**src/rtl/recorder_consts.svh**
```systemverilog
`ifndef RECORDER_CONSTS_SVH
`define RECORDER_CONSTS_SVH
// ==========================================
// register map, byte addresses
`define A_STOP 8'h00
`define A_PEN 8'h04
`define A_DOT 8'h08
`define A_BORD 8'h0c
`define A_CSUM 8'h10
`define A_FLT_LO 8'h14
`define A_FLT_HI 8'h18
`define A_MODE 8'h1c
`define A_STAT 8'h20
`define A_EXIT 8'h24
// ==========================================
// adjust command fields
`define VAL_MSB 8
`define PEN_LSB 12
`define PEN_MSB 14
`define SEL_LSB 16
`define SEL_MSB 17
`define PEN_MIN 1
`define PEN_MAX 4
// ==========================================
// limits, 1/30 mm for pens, dots for dot units
`define PEN_ZERO_N 70
`define PEN_ZERO_W 180
`define PEN_SPAN_N 45
`define PEN_SPAN_W 165
`define DOT_HYST 7
`define DOT_ZERO_N 15
`define DOT_ZERO_W 50
`define DOT_SPAN_N 30
`define DOT_SPAN_W 50
// ==========================================
// defaults
`define BORD_DEF 1'b0
`define CSUM_DEF 1'b0
`define FLT_DEF 32'hffffffff
`endif

```
**src/rtl/recorder_pkg.sv**
```systemverilog
package recorder_pkg;
    typedef enum logic {
        ADJ_IDLE = 1'b0,
        ADJ_RUN = 1'b1
    } adj_state_t;
    typedef enum logic [1:0] {
        SEL_ZERO = 2'b00,
        SEL_SPAN = 2'b01,
        SEL_HYST = 2'b10,
        SEL_BAD = 2'b11
    } adj_sel_t;
endpackage : recorder_pkg

```
**src/rtl/recorder_output_setting_commands.sv**
```systemverilog
// Implementation choices: the strobed register port and the register addresses.
`timescale 1ns/1ps
`default_nettype none
`include "recorder_consts.svh"

module recorder_output_setting_commands (
    input wire logic CLK,
    input wire logic RST_N,
    input wire logic [7:0] ADDR,
    input wire logic [31:0] WDATA,
    input wire logic WR,
    input wire logic RD,
    output logic [31:0] RDATA,
    input wire logic DOT_MODEL,
    input wire logic PAPER_WIDE,
    input wire logic ETH_CONNECTED,
    input wire logic LINK_ETH,
    input wire logic [63:0] STATUS_IN,
    input wire logic [31:0] DATA_IN,
    input wire logic DATA_BINARY,
    output logic BYTE_ORDER,
    output logic CHECKSUM_EN,
    output logic ADJ_ACTIVE,
    output logic CMD_ERR,
    output logic [1:0] MODE,
    output logic [1:0] ADJ_SEL,
    output logic [2:0] ADJ_PEN,
    output logic [8:0] ADJ_VALUE,
    output logic [63:0] STATUS_OUT,
    output logic [31:0] DATA_OUT
);

    // ==========================================
    // pin synchronisers
    logic dot_s1;
    logic dot_s2;
    logic wide_s1;
    logic wide_s2;
    logic eth_s1;
    logic eth_s2;
    logic eth_s3;
    logic eth_fall;

    always_ff @(posedge CLK or negedge RST_N) begin
        if (!RST_N) begin
            dot_s1 <= 1'b0;
            dot_s2 <= 1'b0;
            wide_s1 <= 1'b0;
            wide_s2 <= 1'b0;
            eth_s1 <= 1'b0;
            eth_s2 <= 1'b0;
            eth_s3 <= 1'b0;
        end else begin
            dot_s1 <= DOT_MODEL;
            dot_s2 <= dot_s1;
            wide_s1 <= PAPER_WIDE;
            wide_s2 <= wide_s1;
            eth_s1 <= ETH_CONNECTED;
            eth_s2 <= eth_s1;
            eth_s3 <= eth_s2;
        end
    end

    assign eth_fall = eth_s3 & ~eth_s2;

    // ==========================================
    // parameter range check
    function automatic logic val_ok(
        input logic dot,
        input logic wide,
        input logic [1:0] sel,
        input logic signed [8:0] v
    );
        int x;
        int lo;
        int hi;
        x = int'(v);
        lo = 0;
        hi = -1;
        if (!dot) begin
            case (sel)
                recorder_pkg::SEL_ZERO: begin
                    hi = wide ? `PEN_ZERO_W : `PEN_ZERO_N;
                end
                recorder_pkg::SEL_SPAN: begin
                    hi = wide ? `PEN_SPAN_W : `PEN_SPAN_N;
                    lo = -hi;
                end
                default: begin
                    hi = -1;
                end
            endcase
        end else begin
            case (sel)
                recorder_pkg::SEL_ZERO: begin
                    hi = wide ? `DOT_ZERO_W : `DOT_ZERO_N;
                end
                recorder_pkg::SEL_SPAN: begin
                    hi = wide ? `DOT_SPAN_W : `DOT_SPAN_N;
                    lo = -hi;
                end
                recorder_pkg::SEL_HYST: begin
                    hi = `DOT_HYST;
                    lo = -hi;
                end
                default: begin
                    hi = -1;
                end
            endcase
        end
        return (x >= lo) && (x <= hi);
    endfunction : val_ok

    // ==========================================
    // command state
    recorder_pkg::adj_state_t adj;
    recorder_pkg::adj_state_t next_adj;
    logic bord;
    logic next_bord;
    logic csum;
    logic next_csum;
    logic err;
    logic next_err;
    logic [1:0] mode;
    logic [1:0] next_mode;
    logic [1:0] sel;
    logic [1:0] next_sel;
    logic [2:0] pen;
    logic [2:0] next_pen;
    logic [8:0] val;
    logic [8:0] next_val;
    logic [31:0] flt_lo;
    logic [31:0] next_flt_lo;
    logic [31:0] flt_hi;
    logic [31:0] next_flt_hi;
    logic [31:0] rdata;
    logic [31:0] next_rdata;
    logic [63:0] stat;
    logic [63:0] next_stat;
    logic [31:0] dout;
    logic [31:0] next_dout;

    logic [1:0] w_sel;
    logic [2:0] w_pen;
    logic [8:0] w_val;
    logic set_err;

    assign w_sel = WDATA[`SEL_MSB:`SEL_LSB];
    assign w_pen = WDATA[`PEN_MSB:`PEN_LSB];
    assign w_val = WDATA[`VAL_MSB:0];

    always_comb begin
        next_adj = adj;
        next_bord = bord;
        next_csum = csum;
        next_mode = mode;
        next_sel = sel;
        next_pen = pen;
        next_val = val;
        next_flt_lo = flt_lo;
        next_flt_hi = flt_hi;
        next_rdata = 32'h0;
        set_err = 1'b0;
        if (WR) begin
            if (ADDR == `A_STOP) begin
                if (WDATA == 32'h0) begin
                    next_adj = recorder_pkg::ADJ_IDLE;
                end else begin
                    set_err = 1'b1;
                end
            end else if (ADDR == `A_PEN) begin
                // pen numbers outside 1..4 and dot units refuse it
                if (!dot_s2 && w_pen >= 3'(`PEN_MIN) && w_pen <= 3'(`PEN_MAX)
                    && val_ok(1'b0, wide_s2, w_sel, w_val)) begin
                    next_adj = recorder_pkg::ADJ_RUN;
                    next_sel = w_sel;
                    next_pen = w_pen;
                    next_val = w_val;
                end else begin
                    set_err = 1'b1;
                end
            end else if (ADDR == `A_DOT) begin
                if (dot_s2 && val_ok(1'b1, wide_s2, w_sel, w_val)) begin
                    next_adj = recorder_pkg::ADJ_RUN;
                    next_sel = w_sel;
                    next_pen = 3'h0;
                    next_val = w_val;
                end else begin
                    set_err = 1'b1;
                end
            end else if (ADDR == `A_BORD) begin
                if (WDATA[31:1] == 31'h0) begin
                    next_bord = WDATA[0];
                end else begin
                    set_err = 1'b1;
                end
            end else if (ADDR == `A_CSUM) begin
                if (WDATA[31:1] == 31'h0 && !LINK_ETH) begin
                    next_csum = WDATA[0];
                end else begin
                    set_err = 1'b1;
                end
            end else if (ADDR == `A_FLT_LO) begin
                // a lone low write leaves the upper mask as it was
                next_flt_lo = WDATA;
            end else if (ADDR == `A_FLT_HI) begin
                next_flt_hi = WDATA;
            end else if (ADDR == `A_MODE) begin
                if (adj == recorder_pkg::ADJ_RUN) begin
                    set_err = 1'b1;
                end else begin
                    next_mode = WDATA[1:0];
                end
            end else if (ADDR == `A_EXIT) begin
                next_bord = `BORD_DEF;
                next_csum = `CSUM_DEF;
                next_flt_lo = `FLT_DEF;
                next_flt_hi = `FLT_DEF;
            end else begin
                set_err = 1'b1;
            end
        end
        if (eth_fall) begin
            next_bord = `BORD_DEF;
            next_flt_lo = `FLT_DEF;
            next_flt_hi = `FLT_DEF;
        end
        if (RD) begin
            if (ADDR == `A_STOP) begin
                next_rdata = {31'h0, adj};
            end else if (ADDR == `A_PEN || ADDR == `A_DOT) begin
                next_rdata = {14'h0, sel, 1'b0, pen, 3'h0, val};
            end else if (ADDR == `A_BORD) begin
                next_rdata = {31'h0, bord};
            end else if (ADDR == `A_CSUM) begin
                next_rdata = {31'h0, csum};
            end else if (ADDR == `A_FLT_LO) begin
                next_rdata = flt_lo;
            end else if (ADDR == `A_FLT_HI) begin
                next_rdata = flt_hi;
            end else if (ADDR == `A_MODE) begin
                next_rdata = {30'h0, mode};
            end else if (ADDR == `A_STAT) begin
                next_rdata = {27'h0, wide_s2, dot_s2, eth_s2, adj, err};
            end else begin
                next_rdata = 32'h0;
            end
        end
        // reading status clears the error, a new error wins
        next_err = (err & ~(RD && ADDR == `A_STAT)) | set_err;
        next_stat = STATUS_IN & {flt_hi, flt_lo};
        if (DATA_BINARY && bord) begin
            next_dout = {DATA_IN[7:0], DATA_IN[15:8], DATA_IN[23:16], DATA_IN[31:24]};
        end else begin
            next_dout = DATA_IN;
        end
    end

    always_ff @(posedge CLK or negedge RST_N) begin
        if (!RST_N) begin
            adj <= recorder_pkg::ADJ_IDLE;
            bord <= `BORD_DEF;
            csum <= `CSUM_DEF;
            err <= 1'b0;
            mode <= 2'h0;
            sel <= 2'h0;
            pen <= 3'h0;
            val <= 9'h000;
            flt_lo <= `FLT_DEF;
            flt_hi <= `FLT_DEF;
            rdata <= 32'h0;
            stat <= 64'h0;
            dout <= 32'h0;
        end else begin
            adj <= next_adj;
            bord <= next_bord;
            csum <= next_csum;
            err <= next_err;
            mode <= next_mode;
            sel <= next_sel;
            pen <= next_pen;
            val <= next_val;
            flt_lo <= next_flt_lo;
            flt_hi <= next_flt_hi;
            rdata <= next_rdata;
            stat <= next_stat;
            dout <= next_dout;
        end
    end

    assign RDATA = rdata;
    assign BYTE_ORDER = bord;
    assign CHECKSUM_EN = csum;
    assign ADJ_ACTIVE = adj;
    assign CMD_ERR = err;
    assign MODE = mode;
    assign ADJ_SEL = sel;
    assign ADJ_PEN = pen;
    assign ADJ_VALUE = val;
    assign STATUS_OUT = stat;
    assign DATA_OUT = dout;

    // ==========================================
    // checks
    a_stop_ends:
    assert property (@(posedge CLK) disable iff (!RST_N)
        WR && ADDR == `A_STOP && WDATA == 32'h0 |=> !ADJ_ACTIVE)
        else $error("stop did not end adjustment");

    a_stop_bad:
    assert property (@(posedge CLK) disable iff (!RST_N)
        WR && ADDR == `A_STOP && WDATA != 32'h0 |=> CMD_ERR && $stable(ADJ_ACTIVE))
        else $error("bad stop parameter accepted");

    a_query_state:
    assert property (@(posedge CLK) disable iff (!RST_N)
        RD && ADDR == `A_STOP |=> RDATA == {31'h0, $past(ADJ_ACTIVE)})
        else $error("adjust state read wrong");

    a_pen_index:
    assert property (@(posedge CLK) disable iff (!RST_N)
        WR && ADDR == `A_PEN && (w_pen == 3'h0 || w_pen > 3'h4) |=> CMD_ERR && $stable(ADJ_PEN))
        else $error("pen index out of range accepted");

    a_mode_lock:
    assert property (@(posedge CLK) disable iff (!RST_N)
        WR && ADDR == `A_MODE && ADJ_ACTIVE |=> $stable(MODE) && CMD_ERR)
        else $error("mode changed during adjustment");

    a_order_swap:
    assert property (@(posedge CLK) disable iff (!RST_N)
        DATA_BINARY && BYTE_ORDER |=> DATA_OUT[7:0] == $past(DATA_IN[31:24]))
        else $error("binary data not swapped");

    a_ascii_pass:
    assert property (@(posedge CLK) disable iff (!RST_N)
        !DATA_BINARY |=> DATA_OUT == $past(DATA_IN))
        else $error("ascii data altered");

    a_csum_eth:
    assert property (@(posedge CLK) disable iff (!RST_N)
        WR && ADDR == `A_CSUM && LINK_ETH |=> $stable(CHECKSUM_EN) && CMD_ERR)
        else $error("checksum set over ethernet");

    a_eth_drop:
    assert property (@(posedge CLK) disable iff (!RST_N)
        eth_fall |=> !BYTE_ORDER && flt_lo == `FLT_DEF && flt_hi == `FLT_DEF)
        else $error("settings kept after link drop");

    a_exit_dflt:
    assert property (@(posedge CLK) disable iff (!RST_N)
        WR && ADDR == `A_EXIT |=> !BYTE_ORDER && !CHECKSUM_EN && flt_lo == `FLT_DEF && flt_hi == `FLT_DEF)
        else $error("basic-mode exit kept settings");

endmodule : recorder_output_setting_commands

`default_nettype wire

```
**config.mk**
```make
export PLATFORM = sky130hd
export DESIGN_NAME = recorder_output_setting_commands
export DESIGN_NICKNAME = d
export VERILOG_FILES = /design/src/rtl/recorder_pkg.sv /design/src/rtl/recorder_output_setting_commands.sv
export VERILOG_INCLUDE_DIRS = /design/src /design/src/rtl
export SDC_FILE = /design/constraint.sdc
export NUM_CORES = 1
export LEC_CHECK = 0
export ABC_CLOCK_PERIOD_IN_PS = 3400
export BUFFER_PORTS_ARGS = -buffer_cell sky130_fd_sc_hd__buf_2
export CORE_MARGIN = 2
export CORE_UTILIZATION = 45
export CTS_CLUSTER_DIAMETER = 40
export CTS_CLUSTER_SIZE = 28
export DETAILED_ROUTE_END_ITERATION = 12
export PLACE_DENSITY = 0.7
export SYNTH_ARGS = -nofsm -noshare
export SYNTH_HDL_FRONTEND = slang
export SYNTH_SLANG_ARGS = --single-unit
```
**constraint.sdc**
```tcl
create_clock -name CLK -period 3.4 [get_ports CLK]
set_input_delay 0.34 -clock CLK [delete_from_list [all_inputs] [get_ports CLK]]
set_output_delay 0.34 -clock CLK [all_outputs]
set_load 0.02 [all_outputs]
```
* After elaboration in Yosys (flattened, before gate mapping)
Cells that the tools add are included.
** Word-level totals
- Input bits :: 145
- Output and inout bits :: 148
- Flip-flop bits (word level) :: 219
- Word-level logic and storage cells :: 206
** Cells by class
- Reductions and logical operators :: 32
- Bitwise operators :: 14
- Order comparisons :: 6
- $add $sub $neg :: 2
- Equality and inequality tests :: 32
- Mux-type cells :: 100
** Operator list (count)
- two-way mux 32 bit :: 43
- case mux 32 bit (2 select lines) :: 2
- case mux 32 bit (3 select lines) :: 1
- bitwise AND 64 bit :: 1
- >= comparator 9 x 32 -> 1 bit :: 2
- <= comparator 9 x 32 -> 1 bit :: 2
- two-way mux 1 bit :: 36
- two-way mux 9 bit :: 4
- equality test 8 x 5 -> 1 bit, second input constant :: 4
- zero test 32 bit :: 1
- negator 6 -> 32 bit :: 1
- negator 8 -> 32 bit :: 1
- zero test 31 bit :: 1
- AND reduction 10 bit :: 3
- != test 3 bit, second input constant :: 8
- != test 2 bit, second input constant :: 11
- AND reduction 9 bit :: 2
- equality test 8 x 4 -> 1 bit, second input constant :: 2
- equality test 8 x 6 -> 1 bit, second input constant :: 2
- two-way mux 8 bit :: 2
- nonzero test 3 bit :: 5
- two-way mux 3 bit :: 4
- two-way mux 6 bit :: 2
- two-way mux 5 bit :: 2
- other kinds (18) :: 44

* Logic depth before layout (Yosys ltp)
- Depth after elaboration :: 16
- Mapped depth :: 14
- Mapped depth without buffers :: 12

* Least setup slack after synthesis
OpenSTA, ideal clock, no wires.
- Path type :: input to register
- From :: input port WDATA[17]
- To :: register sel[0] (netlist: ADJ_SEL[0])
- Data arrival time :: 3.015 ns
- Setup time :: 0.125 ns
- Required time :: 3.275 ns
- Path slack :: 0.260 ns
- Stages on the path :: 13
- Path buffers :: 2
- Cells stage by stage :: clkbuf_1 -> inv_1 -> ha_1 -> inv_1 -> nor2_1 -> inv_1 -> ha_1 -> a2111oi_0 -> o211ai_1 -> o2111a_1 -> a32oi_4 -> buf_6 -> mux2_4
** On the way
- Word-level cells in the longest chain between the ends :: 11
- Elaborated cells on any way between the ends :: 32
- Those cells by class :: order compare (4); eq/ne (3); mux (18); reduce/logical (7)
** Ends and longest elaborated chain
- start: declaration :: line recorder_output_setting_commands.sv:10 : input wire logic [31:0] WDATA,
- equality test 2 bit, or another cell as far along :: line recorder_output_setting_commands.sv:94 : case (sel)
- case mux 32 bit (3 select lines) / case mux 32 bit (2 select lines) (equally long branches) :: line recorder_output_setting_commands.sv:94
- two-way mux 32 bit :: line recorder_output_setting_commands.sv:182 : end else if (ADDR == `A_DOT) begin
- two-way mux 32 bit :: line recorder_output_setting_commands.sv:171 : end else if (ADDR == `A_PEN) begin
- two-way mux 32 bit :: line recorder_output_setting_commands.sv:165 : if (ADDR == `A_STOP) begin
- two-way mux 32 bit :: line recorder_output_setting_commands.sv:164 : if (WR) begin
- <= comparator 9 x 32 -> 1 bit / >= comparator 9 x 32 -> 1 bit (equally long branches) :: line recorder_output_setting_commands.sv:111 : return (x >= lo) && (x <= hi);
- logical AND 1 bit :: line recorder_output_setting_commands.sv:111
- logical AND 1 bit :: line recorder_output_setting_commands.sv:183 : if (dot_s2 && val_ok(1'b1, wide_s2, w_sel, w_val)) begin
- nonzero test 2 bit (no line)
- AND reduction 5 bit (no line) *
- end signal: assignment :: line recorder_output_setting_commands.sv:280 : sel <= next_sel;
- end: declaration :: line recorder_output_setting_commands.sv:126 : logic [1:0] sel;
Every way passes the cells marked *; elsewhere a longest branch is shown, timed or not. The select of a mux whose other input is x is not followed.
A chain may end at the register's enable or synchronous reset.

* Final worst setup path
- From :: register wide_s2
- To :: register val[8] (netlist: ADJ_VALUE[8])
** On the way
- Word-level cells in the longest chain between the ends :: 12
- Elaborated cells on any way between the ends :: 35
- Those cells by class :: add/sub (2); order compare (4); eq/ne (1); mux (22); reduce/logical (6)
** Ends and longest elaborated chain
- start: declaration :: line recorder_output_setting_commands.sv:38 : logic wide_s2;
- start signal: assignment :: line recorder_output_setting_commands.sv:57 : wide_s2 <= wide_s1;
- two-way mux 6 bit (no line)
- negator 6 -> 32 bit :: line recorder_output_setting_commands.sv:100 : lo = -hi;
- case mux 32 bit (2 select lines) :: line recorder_output_setting_commands.sv:94
- two-way mux 32 bit :: line recorder_output_setting_commands.sv:182
- two-way mux 32 bit :: line recorder_output_setting_commands.sv:171
- two-way mux 32 bit :: line recorder_output_setting_commands.sv:165
- two-way mux 32 bit :: line recorder_output_setting_commands.sv:164
- >= comparator 9 x 32 -> 1 bit :: line recorder_output_setting_commands.sv:111
- logical AND 1 bit :: line recorder_output_setting_commands.sv:111
- logical AND 1 bit :: line recorder_output_setting_commands.sv:183
- nonzero test 2 bit (no line)
- AND reduction 5 bit (no line) *
- end signal: assignment :: line recorder_output_setting_commands.sv:282 : val <= next_val;
- end: declaration :: line recorder_output_setting_commands.sv:130 : logic [8:0] val;
Marked as above.

==> impl_metrics.csv <==
group,metric,value,unit
clocking,post_cts_resized,0,
timing,rsz0062_at_grt,"false",
routing,highest_layer,"met4",
routing,vias_per_cell,5.250,
floorplan,core.rowCount,52,
setup_path,worstPathArrival,3.34,ns
routing,drt_iter0_drc,327,
timing,max_freq,344.7,MHz
routing,dr.pass1.iters,5,
setup_path,r2r-end,"ADJ_VALUE[8]",
synth,synth_area_leader_cell,"dfrtp_1",
finish,regArea,0.005560,sq mm
placed_design,place.gp.congestion,0.8702,
synth,synthDominantCellAreaShare,42.10,%
timing,setup_viol,0,
placed_design,placed_area,0.01107,sq mm
clocking,cts.sink_count,219,
timing,maxSlewHeadroom,22.15,%
clocking,cts-root-buf,"clkbuf_16",
synth,synth_area_leaders,"dfrtp_1 (42%), dfstp_2 (18%), o22a_1 (5.9%)",
setup_path,critical_path.max_fanout,9,
grt,first_global_vias,7886,
setup_path,crit_type,"register to register",
min_path,hold_depth,2,
timing,tightest_slew,1.165,ns
placed_design,place_ws,0.1382,ns
clocking,ctsHoldBuffers,52,
min_path,holdPathEnd,"STATUS_OUT[41]",
setup_path,worst_r2r_path_depth,9,
synth,synthCells,741,
min_path,hold_class,"input port to register",
routing,wl_met1,11220,microns
routing,vias,7381,
clocking,clock_latency,0.56,ns
floorplan,dieArea,0.02164,sq mm
clocking,cts_tree,"done",
timing,finalCritPeriodShare,85.34,%
grt,grt_max_degree,86,
synth,syn_area,0.009214,sq mm
routing,drc_errors,0,
timing,final.min_clock_period,2.901,ns
floorplan,die_x,147.1,microns
placed_design,dp_cells,1292,
synth,syn_nets,921,
finish,drive_gt1_share,43.42,%
pwr,power_density,531.0,mW/mm^2
synth,synth_cell_type_count,58,
routing,routed-wl-met2,13720,microns
grt,grt_first_pass_wirelength,42780,microns
floorplan,core,0.02017,sq mm
finish,utilization,63.19,%
finish,fillers,1617,
placed_design,hpwlAfterDp,18970,microns
synth,ys_ff_latch,219,
timing,worst_slack,0.4986,ns
setup_path,start_kind,"register",
timing,slew_viol_final,0,
placed_design,port-buffer-count,292,
timing,fin_tns_setup,0,ns
finish,stdcell_count,1406,
synth,ys_async_sr_fraction,100.0,%
timing,whs,0.02351,ns
min_path,hp-start,"STATUS_IN[41]",
grt,track_usage,25.22,%
routing,routed_wl,27290,microns
clocking,cts_made_buffers,31,
clocking,clk_pin_slew,0.06,ns
finish,area_delta_synth_final,38.32,%
timing,fin_skew,0.01281,ns
routing,routedWlPerCell,19.41,microns
synth,synth_flop_cell,"dfrtp_1",
routing,wl_met3,1814,microns
clocking,htree_levels,1,
setup_path,reg2reg_setup_slack,0.50,ns
synth,syn_avg_cell_area,12.43,sq um
finish,multiInputGateArea,0.003450,sq mm
finish,fin_area,0.01274,sq mm
synth,ys_warn_count,0,
floorplan,die_h,147.1,microns
synth,synth_edf_count,0,
pwr,report.power.total,6.768,mW
setup_path,critPathRequiredTime,3.84,ns
grt,overflow,0,
floorplan,io_pins,293,
timing,hold_viol,0,
clocking,clockBufferDepth,3,
pwr,power_leakage,6.038,nW
run,cap_violations,0,
floorplan,start_util,45.68,%
pwr,vdd_ir_drop_max,0.3706,mV
routing,ant_nets,0,
status,status,"finished, final reports clean",
grt,grt_antenna_before_repair,3,
setup_path,endpoint_kind,"register",
clocking,postCtsSetupRepairBufs,0,
synth,ys_seq_area_share,60.35,%
setup_path,r2r_start,"wide_s2",
finish,num-nets-final,1288,
==> synthesized netlist by cell type (all sizes together) (2+ instances only) <==
| cell | n |
|---|---|
| a222oi | 3 |
| nor4 | 14 |
| mux2i | 7 |
| inv | 20 |
| dfrtp | 155 |
| a211oi | 7 |
| a22oi | 16 |
| o22a | 62 |
| nor3 | 5 |
| dfstp | 64 |
| o2bb2ai | 2 |
| mux2 | 45 |
| a21oi | 26 |
| o211ai | 3 |
| buf | 14 |
| o21ai | 25 |
| nand3 | 7 |
| and2 | 69 |
| a2111oi | 3 |
| nand2b | 6 |
| nor2 | 33 |
| clkbuf | 19 |
| ha | 35 |
| nand4 | 8 |
| nand2 | 66 |
| nor4b | 4 |
==> sequential cells by signal, summed over array words and instances (netlist names), 2 cells and up <==
register and flops:
MODE 2, ADJ_VALUE 9, DATA_OUT 32, ADJ_PEN 3, flt_hi 32, ADJ_SEL 2
RDATA 32, STATUS_OUT 64, flt_lo 32
==> area by class of cell <==
class	instances	share of cell area [%]
inverters	20	0.5890
well taps	270	2.651
clock inverters	22	2.435
repair buffers	367	17.10
flip-flops and latches	219	43.63
multi-input cells	469	27.07
diodes	3	0.05890
clock buffers	36	6.470
==> cells in the final DEF, fill, tap and decap left out, drive strengths merged, types with 2 or more instances in the layout <==
cell type,count
nor4b,4
o211ai,3
nor4,14
nand4,8
dfstp,64
o21ai,25
dfrtp,155
nor3,5
diode,3
a211oi,7
dlygate4sd3,53
inv,29
clkinv,6
a22oi,16
and2,69
nor2,33
clkbuf,36
bufinv,5
mux2i,7
nand2b,6
nand2,66
a21oi,26
ha,35
o2bb2ai,2
a2111oi,3
nand3,7
clkinvlp,2
buf,314
o22a,62
mux2,45
a222oi,3
==> logic make-up after synthesis <==
| kind of cell | synth area share [%] |
|---|---|
| flops | 60.35 |
| fa+ha+maj | 4.753 |
| mux | 6.505 |
| simple gates | 12.74 |
| compound gates | 13.10 |
| buf+inv | 2.363 |
| xor+xnor | 0.1901 |
==> critical path: stages, from the launching register on <==
cell,delay (ns)
dfrtp_1,0.48
nor2_1,0.22
inv_1,0.06
ha_1,0.28
a2111oi_0,0.56
o211ai_1,0.17
o2111a_1,0.22
a32oi_4,0.24
buf_4,0.24
mux2_4,0.32
==> worst max-delay path by stage <==
stage,from,slack (ns),endpoint,depth (start not counted)
floorplan,WDATA[17],0.26,ADJ_SEL[0],13
global placement,WDATA[17],0.26,ADJ_SEL[1],13
detailed placement,WDATA[17],0.14,ADJ_VALUE[8],13
CTS,wide_s2,0.48,ADJ_VALUE[8],9
global route,wide_s2,0.22,ADJ_VALUE[8],9
finish,wide_s2,0.50,ADJ_VALUE[8],9
==> per-layer routing <==
metal	up-vias	GRT usage, %
met5	-	0
met4	0	6.827
met3	52	5.342
met2	290	43.76
met1	3615	32.19
li1	3424	-
==> where the power goes <==
| group | total (mW) | switching, mW | internal (mW) |
|---|---|---|---|
| clock network | 3.44 | 1.27 | 2.17 |
| logic | 0.624 | 0.368 | 0.256 |
| registers | 2.71 | 0.0240 | 2.68 |
| total | 6.77 | 1.66 | 5.11 |
Note: power is estimated with default switching activity, not from simulation.
